`src/hmtc_pkg.sv`:
```
`default_nettype none
package hmtc_pkg;
    localparam logic [7:0] ADDR_ALERT_MASK_SECOND = 8'h75;
    localparam logic [7:0] ADDR_LOW_BITS_VOLTAGES = 8'h76;
    localparam logic [7:0] ADDR_LOW_BITS_MIXED = 8'h77;
    localparam logic [7:0] ADDR_THIRD_CONFIGURATION = 8'h78;
    localparam logic [7:0] ADDR_THERMAL_STATUS = 8'h79;

    localparam logic [7:0] RST_ALERT_MASK_SECOND = 8'h00;
    localparam logic [7:0] RST_THIRD_CONFIGURATION = 8'h00;
    localparam logic [7:0] RST_THERMAL_STATUS = 8'h00;
    localparam logic [7:0] RST_LOW_BITS = 8'h00;

    // mask bit positions
    localparam int MSK_TWELVE_VOLT = 0;
    localparam int MSK_OVERTEMP = 1;
    localparam int MSK_FAN4_OR_TIMER = 5;
    // third configuration bit positions
    localparam int CFG_ALERT_PIN = 0;
    localparam int CFG_THERMAL_EN = 1;
    localparam int CFG_FAILSAFE = 2;
    localparam int CFG_FAST_TACH = 3;
    localparam int CFG_CONT_LO = 4;

    localparam int CLK_PERIOD_NS = 40;
    localparam int STEP_TIME_NS = 22760000;
    localparam int STEP_CYCLES = STEP_TIME_NS / CLK_PERIOD_NS;
    // reading shows the count only once assertion exceeds two steps
    localparam logic [7:0] EXCEED_STEPS = 8'h02;
    localparam logic [7:0] COUNT_MAX = 8'hFF;
endpackage
`default_nettype wire

```
`src/hmtc_regs.sv`:
```
`default_nettype none
// Functional notes
// - mask bit 0 set blocks alert for twelve-volt channel faults.
// - mask bit 1 never blocks overtemperature alert: it stays zero and cannot be written by host.
// - mask bits 2..4 block alerts for fan 1..3 faults.
// - mask bit 5 blocks fan 4 fault, or timer event when fan 4 pin is thermal.
// - mask bits 6,7 block alerts for remote 1 and 2 diode faults.
// - alert mask register resets to all zeros.
// - first low-bits register packs 2.5V, core, 3.3V, 5V low bits.
// - second low-bits register packs 12V, remote1, local, remote2 low bits.
// - reading low-bits register freezes it until its high bytes are read.
// - config bit 0 turns second fan drive pin into the alert output.
// - config bit 1 enables thermal input monitoring on the selected pin.
// - config bit 2: thermal assertion forces all fans to full speed.
// - config bit 3 selects 250 ms tach period instead of one second.
// - config bits 4..7 select continuous tach on inputs 1..4.
// - lock bit set makes the third configuration register ignore writes.
// - status bit 0 sets on thermal assertion and clears on host read.
// - status bits 7:1 read zero until assertion exceeds 45.52 ms.
// - beyond 45.52 ms status shows 8-bit count in 22.76 ms steps.
// - third configuration register resets to all zeros.
// - assertion time beyond limit raises limit event; zero limit fires at once.
module hmtc_regs #(
    parameter int STEP_CYCLES = hmtc_pkg::STEP_CYCLES,
    parameter int PRE_W = 20
) (
    input wire logic clk,
    input wire logic rst_b,
    input wire logic [7:0] reg_addr,
    input wire logic reg_wr,
    input wire logic reg_rd,
    input wire logic [7:0] reg_wdata,
    output logic [7:0] reg_rdata_r,
    input wire logic config_lock,
    input wire logic thermal_pin_select,
    input wire logic thermal_5v_pin_b,
    input wire logic fan4_speed_input,
    input wire logic [7:0] thermal_limit,
    input wire logic [7:0] voltage_low_bits,
    input wire logic [7:0] mixed_low_bits,
    input wire logic conversion_update,
    input wire logic voltage_high_read_done,
    input wire logic mixed_high_read_done,
    input wire logic [7:0] fault_status,
    input wire logic fan4_fault_status,
    input wire logic timer_event_status,
    input wire logic pwm_two_in,
    output logic fan_drive_output_two_r,
    output logic alert_out_b_r,
    output logic failsafe_full_speed_r,
    output logic fast_tach_r,
    output logic [3:0] continuous_speed_r,
    output logic voltage_frozen_r,
    output logic mixed_frozen_r,
    output logic thermal_limit_event_r
);
    import hmtc_pkg::*;

    localparam logic [PRE_W-1:0] PRE_LAST = PRE_W'(STEP_CYCLES - 1);

    logic [7:0] mask_r;
    logic [7:0] cfg_r;
    logic [7:0] low_v_r;
    logic [7:0] low_m_r;
    logic [1:0] sync_5v_r;
    logic [1:0] sync_t4_r;
    logic therm_prev_r;
    logic seen_r;
    logic [7:0] count_r;
    logic [PRE_W-1:0] pre_r;

    function automatic logic hit(input logic [7:0] a, input logic [7:0] off);
        return a == off;
    endfunction

    wire wr_mask = reg_wr && hit(reg_addr, ADDR_ALERT_MASK_SECOND);
    wire wr_cfg = reg_wr && hit(reg_addr, ADDR_THIRD_CONFIGURATION) && !config_lock;
    wire rd_low_v = reg_rd && hit(reg_addr, ADDR_LOW_BITS_VOLTAGES);
    wire rd_low_m = reg_rd && hit(reg_addr, ADDR_LOW_BITS_MIXED);
    wire rd_status = reg_rd && hit(reg_addr, ADDR_THERMAL_STATUS);

    // the selected pin is sampled only after both stages of its own synchroniser
    wire pin_low = thermal_pin_select ? !sync_5v_r[1] : !sync_t4_r[1];
    wire therm_act = cfg_r[CFG_THERMAL_EN] && pin_low;
    wire therm_rise = therm_act && !therm_prev_r;
    wire step_tick = therm_act && (pre_r == PRE_LAST);
    wire count_sat = (count_r == COUNT_MAX);
    wire exceeded = (count_r >= EXCEED_STEPS);
    wire [7:0] status_view = exceeded ? count_r : {7'h00, seen_r};
    wire fan4_speed_input_thermal = cfg_r[CFG_THERMAL_EN] && !thermal_pin_select;
    wire bit5_src = fan4_speed_input_thermal ? timer_event_status : fan4_fault_status;
    wire [7:0] alert_src = {fault_status[7:6], bit5_src, fault_status[4:0]};
    wire alert_any = |(alert_src & ~mask_r);
    wire limit_hit = (thermal_limit == 8'h00) ? therm_rise
                   : (step_tick && (count_r == thermal_limit));
    wire [7:0] mask_wr = {reg_wdata[7:2], 1'b0, reg_wdata[0]};

    wire [7:0] rdata_nxt =
        hit(reg_addr, ADDR_ALERT_MASK_SECOND) ? mask_r :
        hit(reg_addr, ADDR_LOW_BITS_VOLTAGES) ? low_v_r :
        hit(reg_addr, ADDR_LOW_BITS_MIXED) ? low_m_r :
        hit(reg_addr, ADDR_THIRD_CONFIGURATION) ? cfg_r :
        hit(reg_addr, ADDR_THERMAL_STATUS) ? status_view : 8'h00;

    always_ff @(posedge clk or negedge rst_b) begin
        if (!rst_b) begin
            mask_r <= RST_ALERT_MASK_SECOND;
            cfg_r <= RST_THIRD_CONFIGURATION;
        end else begin
            if (wr_mask) begin
                mask_r <= mask_wr;
            end
            if (wr_cfg) begin
                cfg_r <= reg_wdata;
            end
        end
    end

    // a read that coincides with the high-byte release still freezes
    always_ff @(posedge clk or negedge rst_b) begin
        if (!rst_b) begin
            voltage_frozen_r <= 1'b0;
            mixed_frozen_r <= 1'b0;
            low_v_r <= RST_LOW_BITS;
            low_m_r <= RST_LOW_BITS;
        end else begin
            voltage_frozen_r <= rd_low_v || (voltage_frozen_r && !voltage_high_read_done);
            mixed_frozen_r <= rd_low_m || (mixed_frozen_r && !mixed_high_read_done);
            if (conversion_update && !voltage_frozen_r) begin
                low_v_r <= voltage_low_bits;
            end
            if (conversion_update && !mixed_frozen_r) begin
                low_m_r <= mixed_low_bits;
            end
        end
    end

    always_ff @(posedge clk or negedge rst_b) begin
        if (!rst_b) begin
            sync_5v_r <= 2'b11;
            sync_t4_r <= 2'b11;
            therm_prev_r <= 1'b0;
        end else begin
            sync_5v_r <= {sync_5v_r[0], thermal_5v_pin_b};
            sync_t4_r <= {sync_t4_r[0], fan4_speed_input};
            therm_prev_r <= therm_act;
        end
    end

    // timer restarts on each new assertion; a read while idle clears it
    always_ff @(posedge clk or negedge rst_b) begin
        if (!rst_b) begin
            seen_r <= 1'b0;
            count_r <= RST_THERMAL_STATUS;
            pre_r <= '0;
        end else begin
            seen_r <= therm_rise || (seen_r && !rd_status);
            if (therm_rise) begin
                count_r <= 8'h00;
            end else if (step_tick && !count_sat) begin
                count_r <= count_r + 8'h01;
            end else if (rd_status && !therm_act) begin
                count_r <= 8'h00;
            end
            if (!therm_act || therm_rise || pre_r == PRE_LAST) begin
                pre_r <= '0;
            end else begin
                pre_r <= pre_r + PRE_W'(1);
            end
        end
    end

    always_ff @(posedge clk or negedge rst_b) begin
        if (!rst_b) begin
            reg_rdata_r <= 8'h00;
            alert_out_b_r <= 1'b1;
            fan_drive_output_two_r <= 1'b0;
            failsafe_full_speed_r <= 1'b0;
            fast_tach_r <= 1'b0;
            continuous_speed_r <= 4'h0;
            thermal_limit_event_r <= 1'b0;
        end else begin
            if (reg_rd) begin
                reg_rdata_r <= rdata_nxt;
            end
            alert_out_b_r <= !alert_any;
            fan_drive_output_two_r <= cfg_r[CFG_ALERT_PIN] ? !alert_any : pwm_two_in;
            failsafe_full_speed_r <= cfg_r[CFG_FAILSAFE] && therm_act;
            fast_tach_r <= cfg_r[CFG_FAST_TACH];
            continuous_speed_r <= cfg_r[CFG_CONT_LO +: 4];
            thermal_limit_event_r <= limit_hit;
        end
    end
endmodule
`default_nettype wire

```
`config.mk`:
```
export PLATFORM = sky130hd
export DESIGN_NAME = hmtc_regs
export DESIGN_NICKNAME = d
export VERILOG_FILES = /design/src/hmtc_pkg.sv /design/src/hmtc_regs.sv
export SDC_FILE = /design/constraint.sdc
export NUM_CORES = 1
export LEC_CHECK = 0
export ABC_AREA = 1
export ABC_CLOCK_PERIOD_IN_PS = 4100
export BUFFER_PORTS_ARGS = -buffer_cell sky130_fd_sc_hd__buf_4
export CORE_MARGIN = 5
export CORE_UTILIZATION = 30
export CTS_BUF_LIST = sky130_fd_sc_hd__clkbuf_4
export DETAILED_ROUTE_END_ITERATION = 10
export PLACE_DENSITY = 0.51
export SETUP_SLACK_MARGIN = 0.5
export SYNTH_ARGS = -nofsm -noshare
export SYNTH_HDL_FRONTEND = slang
export SYNTH_SLANG_ARGS = --single-unit
```
`constraint.sdc`:
```
create_clock -name clk -period 4.1 [get_ports clk]
set_input_delay 0.205 -clock clk [delete_from_list [all_inputs] [get_ports clk]]
set_output_delay 0.205 -clock clk [all_outputs]
set_load 0.05 [all_outputs]
```
==> summary.txt, run 1 <==
Critical path
  – RR Startpoint: pre_r[0]$_DFF_PN0_
  – CP max-delay cell: nand3_1
  – Critical path endpoint category: flip-flop
  – CP Launch Point: pre_r[0]$_DFF_PN0_
  – CP startpoint kind: flip-flop
  – Crit-path most repeated cell: nand3_1
  – Largest fanout on the critical path: 20
  – Crit path DAT: 2.47 ns
  – Slowest stage delay, CP: 0.59 ns
  – CP Data Required Time: 4.44 ns
  – Critical Path, Cell by Cell: ha_1 -> nand2_2 -> inv_1 -> nand2_1 -> nor2_1 -> nand3_1 -> nand3_1 -> nor3_1
  – WS Path Type: reg -> reg
  – Reg2reg setup slack: 1.97 ns

Floorplanning
  – Std-Cell Rows: 44
  – Die Y: 130 µm
  – Die ar.: 17000 µm²
  – I/O Pins: 81
  – Initial Util: 30.2%
  – Die Width: 130 µm
  – Area of the core: 14400 µm²

Layout
  – Nets: 684
  – Layout cells sized above 1: 23.9%
  – Diode count: 0
  – Post-route cell area: 5540 µm²
  – Area growth, synth to finish: 27.8%

Synthesis
  – Synthesized instance count: 508
  – Post-synth ARST share: 100%
  – Post-synth EDFFs: 0
  – Most frequent cell after synthesis: nand2_1
  – Leading area contributor after synthesis: dfrtp_1
  – Sequential area share after synthesis: 48.6%
  – Share of the synthesized area in the top cell type: 45.6%
  – Synth Net Count: 573
  – Cell variety after synth: 40
  – Synth Cell Area: 4340 µm²
  – Prevailing post-synth register cell: dfrtp_1
  – Number of synthesized register bits: 84
  – Synth Area per Inst: 8.54 µm²
  – Commonest cells post-synth: nand2_1, dfrtp_1, nor2_1
  – Synth warn: 0
  – Synth area leaders: dfrtp_1, nand2_1, nor2_1, nand3_1, inv_1

Drt
  – DR vias: 3707
  – Vias/cell: 4.59
  – Antenna Nets Post-Route: 0
  – DRC violations left: 0
  – Routed wire length: 11.2 mm
  – Drt first pass iters: 4
  – Iter 0 DRT Violations: 203
  – Drt wl/cell: 13.9 µm

Global route
  – Routing usage on met3: 2.62%
  – Grt total ovfl: 0
  – Initial antenna violation count: 0
  – Met1 Usage GRT: 18.7%
  – Global-route wire length before repair: 18.6 mm
  – Top Usage Layer GRT: met2
  – Met2 GRT Util: 22.8%
  – Vias in the first global route: 3718
  – Largest net degree at the start of global routing: 51
  – Tot GR Track Use: 14.1%

Place
  – Port bufs: 79
  – HPWL Detailed: 8.51 mm
  – Area post-placement: 5100 µm²
  – GP Congestion: 0.856

CTS
  – H-tree Lvls: 3
  – Clk_lat worst skew: 0.46 ns
  – TritonCTS clock tree: built
  – Num CTS Buffers: 9
  – Root Driver: clkbuf_4
  – Max clock buf depth: 2
  – Post_cts resized: 0
  – CTS sink cnt: 84
  – Clock transition at path regs: 0.13 ns

STA
  – Worst Clk Skew: 0.0165 ns
  – Setup TNS: 0 ns
  – Minimum clock period: 2.13 ns
  – Final setup violating endpoints: 0
  – Max Fclk: 0.470 GHz
  – Final Hold Vio Count: 0
  – Tcrit/Tclk final: 51.9%
  – Slew headroom: 44.4%
  – Slew Limit Fails: 0
  – Worst hold margin: 0.0701 ns
  – Setup repair after global routing missed its margin: false
  – Worst-margin pin slew: 0.832 ns

Run status
  – Status: completed

Run
  – Max-cap violations: 0

Min path
  – Worst hold-check path type: in -> reg
  – Hold Startpoint: timer_event_status

Power
  – Leakage Power: 0.00262 µW
  – Worst VDD drop: 0.144 mV
  – Final Power: 1500 µW
  – Power density cells: 271 nW/µm²
==> worst paths after layout <==
| check | cells after the start | endpoint |
|---|---|---|
| max | 8 | pre_r[2]$_DFF_PN0_ |
| min | 4 | fan_drive_output_two_r$_DFF_PN0_ |
| max reg2reg | 8 | pre_r[2]$_DFF_PN0_ |
| min reg2reg | 0 | sync_t4_r[1]$_DFF_PN1_ |
| max in group asynchronous | 3 | reg_rdata_r[2]$_DFFE_PN0P_ |
| min in group asynchronous | 2 | pre_r[18]$_DFF_PN0_ |
==> layout make-up <==
type,instances,area (µm²)
timing repair buffer,113,931
clock buffer,11,82.6
fill,1486,8830
inverter,61,229
sequential,84,2110
multi-input combinational,350,1930
tap,184,230
clock inverter,5,31.3
==> cell families after synthesis <==
kind of cell | share of synthesized area (%)
adders and majority gates | 0.865
muxes | 3.89
buffers and inverters | 6.89
AOI/OAI and AO/OA | 5.31
xor gates and xnor gates | 4.85
and+or+nand+nor | 29.6
DFF | 48.6
==> per-stage QoR <==
| stage | cells | util (%) | worst slack, ns |
|---|---|---|---|
| 5_1_grt | 808 | 38.6 | 1.72 |
| 6_report | 808 | 38.6 | 1.97 |
| 3_5_place_dp | 759 | 35.5 | 1.93 |
| 2_1_floorplan | 508 | - | 2.61 |
| 3_3_place_gp | 759 | 35.5 | 2.01 |
| 4_1_cts | 808 | 38.6 | 1.91 |
==> placed cells by master (no fill, tap or decap), types with 14 or more instances in the layout <==
cell type and n:
dlygate4sd3_1 33, nand2_1 92, nor3_1 14, buf_4 80, inv_1 56, nand4_1 20
xor2_1 18, nor2_1 77, dfrtp_1 79, nand3_1 47, mux2_2 15
==> critical path: cells and delay by family, from the launching register on <==
family                   cells  cell delay [ns]
adder cells (fa/ha/maj)      1             0.25
buffers and inverters        1             0.07
flip-flops                   1             0.45
AND/OR/NAND/NOR              6             1.26
==> where the power goes <==
part           switching (µW)  internal, µW  total (µW)
Clock                     290           137         427
Sequential               19.6           863         883
Combinational            97.8          96.3         194
==> layer usage <==
metal | wire length, µm | up-vias | share of wire (%)
met5 | 0 | - | 0
met4 | 183 | 0 | 1.6
met3 | 471 | 14 | 4.2
met2 | 5460 | 71 | 49
met1 | 5100 | 1745 | 46
li1 | - | 1877 | -
==> flip-flops by register name, summed over array words and instances (netlist names), 4 cells and up <==
signal              count
pre_r                  20
low_v_r                 8
count_r                 8
mask_r                  7
low_m_r                 8
continuous_speed_r      4
reg_rdata_r             8
cfg_r                   8
==> repair_timing <==
item / 4_1_cts / 5_1_grt
buffers inserted: 0 / 0
endpoints found under the hold margin: 80 / 0
hold buffers: 33 / 0
No activity file was read; power rests on OpenSTA's default activity.
==> run 2, diff against run 1 <==
ABC_AREA = 0   (was 1)
ABC_CLOCK_PERIOD_IN_PS = 1850   (was 4100)
PLACE_DENSITY = 0.54   (was 0.51)
clock period = 1.85 ns   (was 4.1 ns; I/O delays follow)
==> summary.txt, run 2 <==
Power
  – Flop pwr share: 54.1% (-4.6 points)
  – Leakage Power: 0.00262 µW (about the same)
  – Combinational power share: 16.1% (+3.2 points)
  – Sw Ratio: 26.7% (-0.40 points)
  – Final Power: 3640 µW (+140%)
  – Clock power frac: 29.8% (+1.4 points)
  – Power density cells: 609 nW/µm² (+120%)
  – Internal power: 2670 µW (+140%)
  – Worst VDD drop: 0.328 mV (+130%)
  – Net Switching: 971 µW (+140%)

Floorplanning
  – Die ar.: 15700 µm² (-7.6%)
  – Die Y: 125 µm (-3.9%)
  – I/O Pins: 81 (unchanged)
  – Area of the core: 13100 µm² (-8.6%)
  – Std-Cell Rows: 42 (-4.5%)
  – Initial Util: 30.3% (+0.11 points)
  – Die Width: 125 µm (-3.9%)

STA
  – Final WS setup: -0.247 ns (-2.22 ns)
  – Minimum clock period: 2.10 ns (-0.0306 ns)
  – Tcrit/Tclk final: 113% (+61 points)
  – Slew headroom: 66.3% (+22 points)
  – Max Fclk: 0.477 GHz (+1.5%)
  – Setup repair after global routing missed its margin: true
  – Final setup violating endpoints: 13 (+13)
  – Worst-margin pin slew: 0.506 ns (-0.326 ns)
  – Slew Limit Fails: 0 (unchanged)
  – Final Hold Vio Count: 0 (unchanged)
  – Worst Clk Skew: 0.0366 ns (+0.0202 ns)

Drt
  – Iter 0 DRT Violations: 237 (+17%)
  – Drt first pass iters: 6 (+2)
  – Routed wire length: 11.6 mm (+3.4%)
  – DR vias: 3480 (-6.1%)
  – Vias/cell: 4.84 (+5.5%)
  – DRC violations left: 0 (unchanged)
  – Drt wl/cell: 16.1 µm (+16%)
  – Antenna Nets Post-Route: 0 (unchanged)

Layout
  – Post-route cell area: 5970 µm² (+7.7%)
  – Nets: 602 (-12%)
  – Largest Register: pre_r
  – Most frequent cells in the layout: buf_4, dfrtp_1, dlygate4sd3_1, nor2_1, nand2_1
  – Layout cells sized above 1: 41.1% (+17 points)
  – Commonest non-fill, non-tap cell in the layout: buf_4
  – Fillers: 1236 (-17%)
  – Max reg flops: 20 (unchanged)
  – Area growth, synth to finish: 50.0%

CTS
  – CTS sink cnt: 84 (unchanged)
  – Clk_lat worst skew: 0.46 ns (about the same)
  – Num CTS Buffers: 9 (unchanged)
  – H-tree Lvls: 3 (unchanged)
  – Max clock buf depth: 2 (unchanged)
  – Clock transition at path regs: 0.15 ns (+0.02 ns)
  – TritonCTS clock tree: built
  – Root Driver: clkbuf_4

Critical path
  – CP Data Required Time: 2.23 ns (-2.21 ns)
  – FF-to-FF path depth: 5 (-3)
  – R2R Path End: count_r[7]$_DFFE_PN0P_
  – Slowest stage delay, CP: 0.52 ns (-0.07 ns)
  – CP startpoint kind: flip-flop
  – Buf/Inv on CP: 0 (-1)
  – Critical Path, Cell by Cell: nand4bb_1 -> or4_4 -> a311o_2 -> or4b_1 -> nand3_1
  – CP max-delay cell: or4_4
  – RR Startpoint: pre_r[8]$_DFF_PN0_
  – Reg2reg setup slack: -0.25 ns (-2.22 ns)
  – Critical path endpoint category: flip-flop
  – Largest fanout on the critical path: 5 (-75%)
  – WS Path Type: reg -> reg
  – Family with the most delay on the worst path: simple AND/OR/NAND/NOR gates
  – Crit path DAT: 2.47 ns (about the same)

Synthesis
  – Synth Net Count: 427 (-25%)
  – Sequential area share after synthesis: 53.0% (+4.4 points)
  – Synth Cell Area: 3980 µm² (-8.2%)
  – Number of synthesized register bits: 84 (unchanged)
  – Synthesized instance count: 362 (-29%)
  – Most frequent cell after synthesis: dfrtp_1
  – Post-synth EDFFs: 0 (unchanged)
  – Post-synth ARST share: 100% (unchanged)
  – Synth area leaders: dfrtp_1, mux2_2, xnor2_1, dfstp_2, nor2_1
  – Prevailing post-synth register cell: dfrtp_1
  – Leading area contributor after synthesis: dfrtp_1
  – Synth Area per Inst: 11.0 µm² (+29%)
  – Share of the synthesized area in the top cell type: 49.7% (+4.1 points)
  – Synth warn: 0 (unchanged)
  – Commonest cells post-synth: dfrtp_1, nor2_1, mux2_2
  – Cell variety after synth: 54 (+35%)

Global route
  – Global-route wire length before repair: 18.6 mm (-0.26%)
  – Vias in the first global route: 3575 (-3.8%)
  – Initial antenna violation count: 1 (+1)
  – Tot GR Track Use: 14.7% (+0.66 points)
  – Largest net degree at the start of global routing: 39 (-24%)
  – Grt total ovfl: 0 (unchanged)

Min path
  – Hold depth: 5 (+1)
  – Hold Startpoint: thermal_limit[6]
  – Worst hold-check path type: in -> reg
  – Min-Delay Endpoint: thermal_limit_event_r$_DFF_PN0_

Place
  – HPWL Detailed: 8.24 mm (-3.1%)
  – GP Congestion: 0.812 (-5.2%)
  – Port bufs: 79 (unchanged)
  – Area post-placement: 5150 µm² (+0.98%)
  – Place WS: -0.219 ns (-2.15 ns)

Run status
  – Failing checks: setup timing
  – Status: complete, but fails checks

Run
  – Max-cap violations: 0 (unchanged)
## run 2: cell count changes in the layout (fill, tap and decap cells not counted), moves of 7 or more
cell	before	now
xnor2_1	6	17
xor2_1	18	6
nor2_1	77	33
nand3_1	47	16
nor3_1	14	6
mux2_2	15	25
inv_1	56	14
buf_4	80	126
o21ai_2	7	0
mux2_4	0	8
dlygate4sd3_1	33	43
nand2_1	92	27
nand4_1	20	6
o21ai_1	8	1
## run 2: timing repair
item | in CTS | in global routing
setup endpoints to repair | 31 | 39
hold buffers | 43 | 0
cloned | 1 | 2
pin swaps | 2 | 5
resized for setup | 8 | 23
buffers inserted | 0 | 7
hold endpoints to repair | 110 | 0
## run 2: power by group through the flow
stage	Sequential (µW)	Clock (µW)	Combinational [µW]
after floorplan	2020	0	179
after global placement	1990	0	456
after detailed placement	1990	0	463
after CTS	1960	1120	564
after global routing	1980	1190	637
final	1970	1080	587
## run 2: tightest hold or removal path, delay by kind of cell
family / cells / cell delay (ns)
AO/OA/AOI/OAI: 1 / 0.08
buffers and inverters: 1 / 0.09
AND/OR/NAND/NOR: 3 / 0.21
## run 2: worst max path at each step
stage               slack [ns]  depth (start not counted)                from                endpoint
global placement         -0.18                          5  pre_r[8]$_DFF_PN0_  count_r[7]$_DFFE_PN0P_
global route             -0.32                          6  pre_r[8]$_DFF_PN0_  count_r[0]$_DFFE_PN0P_
detailed placement       -0.22                          5  pre_r[8]$_DFF_PN0_  count_r[7]$_DFFE_PN0P_
finish                   -0.25                          5  pre_r[8]$_DFF_PN0_  count_r[7]$_DFFE_PN0P_
floorplan                -0.23                          7  pre_r[0]$_DFF_PN0_  count_r[2]$_DFFE_PN0P_
CTS                      -0.23                          6  pre_r[8]$_DFF_PN0_  count_r[0]$_DFFE_PN0P_
## run 2: logic make-up (layout without fill, tap and decap cells)
| kind of cell | count (synthesis) | count (layout) | share of synthesized area, % |
|---|---|---|---|
| DFF | 84 | 84 | 53.0 |
| buffers and inverters | 33 | 212 | 3.74 |
| other | 0 | 1 | 0 |
| and+or+nand+nor | 132 | 132 | 17.6 |
| adders and majority gates | 3 | 3 | 0.943 |
| xor gates and xnor gates | 23 | 23 | 5.06 |
| AOI/OAI and AO/OA | 45 | 46 | 8.14 |
| muxes | 42 | 42 | 11.6 |
## run 2: layer usage
layer,part of all wire [%],track usage [%]
met5,0,0
met4,1.6,5.80
met3,4.6,2.73
met2,50,23.6
met1,44,19.8
## run 2: area by class of cell
| cell class | count | area (µm²) | share of cell area, % |
|---|---|---|---|
| Clock inverter | 6 | 65.1 | 1.09 |
| Clock buffer | 10 | 75.1 | 1.26 |
| Antenna cell | 1 | 2.50 | 0.0419 |
| Multi-Input combinational cell | 246 | 1910 | 32.0 |
| Inverter | 18 | 67.6 | 1.13 |
| Timing Repair Buffer | 178 | 1520 | 25.4 |
| Tap cell | 176 | 220 | 3.69 |
| Sequential cell | 84 | 2110 | 35.4 |
## run 2: through the flow
step           setup TNS, ns  utilization (%)  hold WS, ns  std cells
2_1_floorplan          -1.85                -       -0.203        362
3_3_place_gp          -0.958             39.2       0.0909        649
3_5_place_dp           -1.27             39.2       0.0966        649
4_1_cts                -1.36             43.9      0.00150        709
5_1_grt                -3.02             45.4       0.0397        719
6_report               -1.33             45.4       0.0430        719
==> run 3, diff against run 2 <==
GPL_TIMING_DRIVEN = 0   (was unset)
==> summary.txt, run 3 (synthesized netlist as in run 2, its figures left out) <==
STA
  – Setup repair after global routing missed its margin: true
  – Final WS setup: -0.338 ns (-0.0903 ns)
  – Final Hold Vio Count: 0 (unchanged)
  – Setup TNS: -1.98 ns (-0.651 ns)
  – Tcrit/Tclk final: 118% (+4.9 points)
  – Worst Clk Skew: 0.0220 ns (-0.0147 ns)
  – Minimum clock period: 2.19 ns (+0.0903 ns)
  – Max Fclk: 0.457 GHz (-4.1%)
  – Worst-margin pin slew: 0.787 ns (+0.281 ns)
  – Final setup violating endpoints: 8 (-5)
  – Slew headroom: 47.5% (-19 points)
  – Slew Limit Fails: 0 (unchanged)

Global route
  – Vias in the first global route: 3420 (-4.3%)
  – Initial antenna violation count: 1 (unchanged)
  – Grt total ovfl: 0 (unchanged)
  – Largest net degree at the start of global routing: 85 (+120%)
  – Global-route wire length before repair: 18.1 mm (-2.8%)
  – Tot GR Track Use: 14.4% (-0.35 points)

Place
  – GP Congestion: 0.816 (+0.47%)
  – Port bufs: 79 (unchanged)
  – HPWL Detailed: 7.63 mm (-7.5%)
  – Placed instance count: 617 (-4.9%)

Layout
  – Area growth, synth to finish: 46.2%
  – Final std cells w/o fill: 700 (-2.6%)
  – Max reg flops: 20 (unchanged)
  – Nets: 583 (-3.2%)
  – Fillers: 1266 (+2.4%)
  – Most frequent cells in the layout: buf_4, dfrtp_1, dlygate4sd3_1, nor2_1, nand2_1
  – Largest Register: pre_r
  – Commonest non-fill, non-tap cell in the layout: buf_4
  – Layout cells sized above 1: 38.0% (-3.1 points)

CTS
  – Num CTS Buffers: 9 (unchanged)
  – Clock transition at path regs: 0.14 ns (about the same)
  – Clk_lat worst skew: 0.45 ns (about the same)
  – Max clock buf depth: 2 (unchanged)
  – Root Driver: clkbuf_4
  – H-tree Lvls: 3 (unchanged)
  – CTS sink cnt: 84 (unchanged)
  – TritonCTS clock tree: built

Critical path
  – CP max-delay cell: or4_4
  – Critical path endpoint category: flip-flop
  – Slowest stage delay, CP: 0.51 ns (about the same)
  – FF-to-FF path depth: 6 (+1)
  – CP startpoint kind: flip-flop
  – Largest fanout on the critical path: 8 (+3)
  – WS Path Type: reg -> reg
  – Critical Path, Cell by Cell: nand4bb_1 -> or4_4 -> a311o_2 -> buf_6 -> or4_1 -> nand3_1
  – Crit path DAT: 2.59 ns (+0.12 ns)
  – Number of cells on the critical path: 6 (+1)
  – CP Data Required Time: 2.25 ns (+0.02 ns)
  – Family with the most delay on the worst path: simple AND/OR/NAND/NOR gates
  – Buf/Inv on CP: 1 (+1)

Run status
  – Status: complete, but fails checks
  – Failing checks: setup timing

Drt
  – Drt wl/cell: 16.1 µm (-0.15%)
  – Routed wire length: 11.3 mm (-2.8%)
  – Vias/cell: 4.82 (-0.41%)
  – Iter 0 DRT Violations: 276 (+16%)
  – Antenna Nets Post-Route: 0 (unchanged)
  – DR vias: 3374 (-3.0%)
  – DRC violations left: 0 (unchanged)
  – Drt first pass iters: 4 (-2)

Power
  – Worst VDD drop: 0.351 mV (+7.0%)
  – Leakage Power: 0.00250 µW (-4.5%)
  – Power density cells: 677 nW/µm² (+11%)

Min path
  – Hold depth: 5 (unchanged)
  – Worst hold-check path type: in -> reg

Floorplanning
  – I/O Pins: 81 (unchanged)
  – Initial Util: 30.3% (unchanged)
  – Area of the core: 13100 µm² (unchanged)
  – Die Width: 125 µm (unchanged)
  – Die ar.: 15700 µm² (unchanged)
  – Die Y: 125 µm (unchanged)
  – Std-Cell Rows: 42 (unchanged)

Run
  – Max-cap violations: 0 (unchanged)
-- run 3: changes by cell type in the layout (fill, tap and decap cells not counted), sizes merged --
cell	previous run	this run
buf	134	105
a311o	2	1
clkbuf	11	18
bufinv	1	3
clkinv	6	4
clkinvlp	0	1
dlygate4sd3	43	46
-- run 3: where the power goes --
group	switching, µW	total [µW]	internal, µW
Sequential	72.5	1990	1920
Combinational	258	622	364
Clock	648	1330	679
Total	978	3940	2960
-- run 3: area by class of cell --
type	instances	area [µm²]	area share, %
sequential	84	2110	36.3
multi-input combinational	245	1890	32.5
timing repair buffer	145	1220	21.0
tap	176	220	3.78
clock inverter	7	115	1.98
buffer	15	111	1.91
inverter	18	72.6	1.25
clock buffer	9	67.6	1.16
antenna	1	2.50	0.0430
-- run 3: routing by layer --
| metal | vias up | track usage (%) | share of wire, % |
|---|---|---|---|
| met3 | 27 | 3.07 | 4.3 |
| met1 | 1647 | 19.6 | 45 |
| li1 | 1610 | - | - |
| met5 | - | 0 | 0 |
| met4 | 0 | 6.38 | 2.9 |
| met2 | 90 | 22.0 | 48 |
-- run 3: repair_timing --
action                                  4_1_cts  5_1_grt
buffers inserted                             10       10
pin swaps                                     1        7
resized for setup                            12       32
endpoints found under the hold margin       118        0
hold buffers                                 46        0
endpoints found under the setup margin       43       40
-- run 3: worst paths after layout --
kind / startpoint / endpoint / slack, ns
worst min-delay path: thermal_limit[1] / thermal_limit_event_r$_DFF_PN0_ / 0.03
max in group asynchronous: rst_b / pre_r[12]$_DFF_PN0_ / 1.01
worst min register to register: sync_t4_r[0]$_DFF_PN1_ / sync_t4_r[1]$_DFF_PN1_ / 0.36
worst max register to register: pre_r[12]$_DFF_PN0_ / count_r[4]$_DFFE_PN0P_ / -0.34
worst max-delay path: pre_r[12]$_DFF_PN0_ / count_r[4]$_DFFE_PN0P_ / -0.34
min in group asynchronous: rst_b / low_m_r[4]$_DFFE_PN0P_ / 0.23
-- run 3: per-stage QoR --
step	setup slack, ns	util [%]	hold slack (ns)	power, µW	area, µm²
2_1_floorplan	-0.230	-	-0.203	2200	4040
6_report	-0.338	44.3	0.0308	3940	5820
3_3_place_gp	-0.519	37.0	0.206	2410	4860
5_1_grt	-0.410	44.3	0.0427	4130	5820
4_1_cts	-0.330	42.7	0.00159	3850	5610
3_5_place_dp	-0.554	37.0	0.203	2420	4860
-- run 3: worst min-delay path, stage by stage --
cell and delay (ns):
buf_4 0.09, nor4_1 0.04, nand2_1 0.07, a31oi_1 0.08, nor2_1 0.07
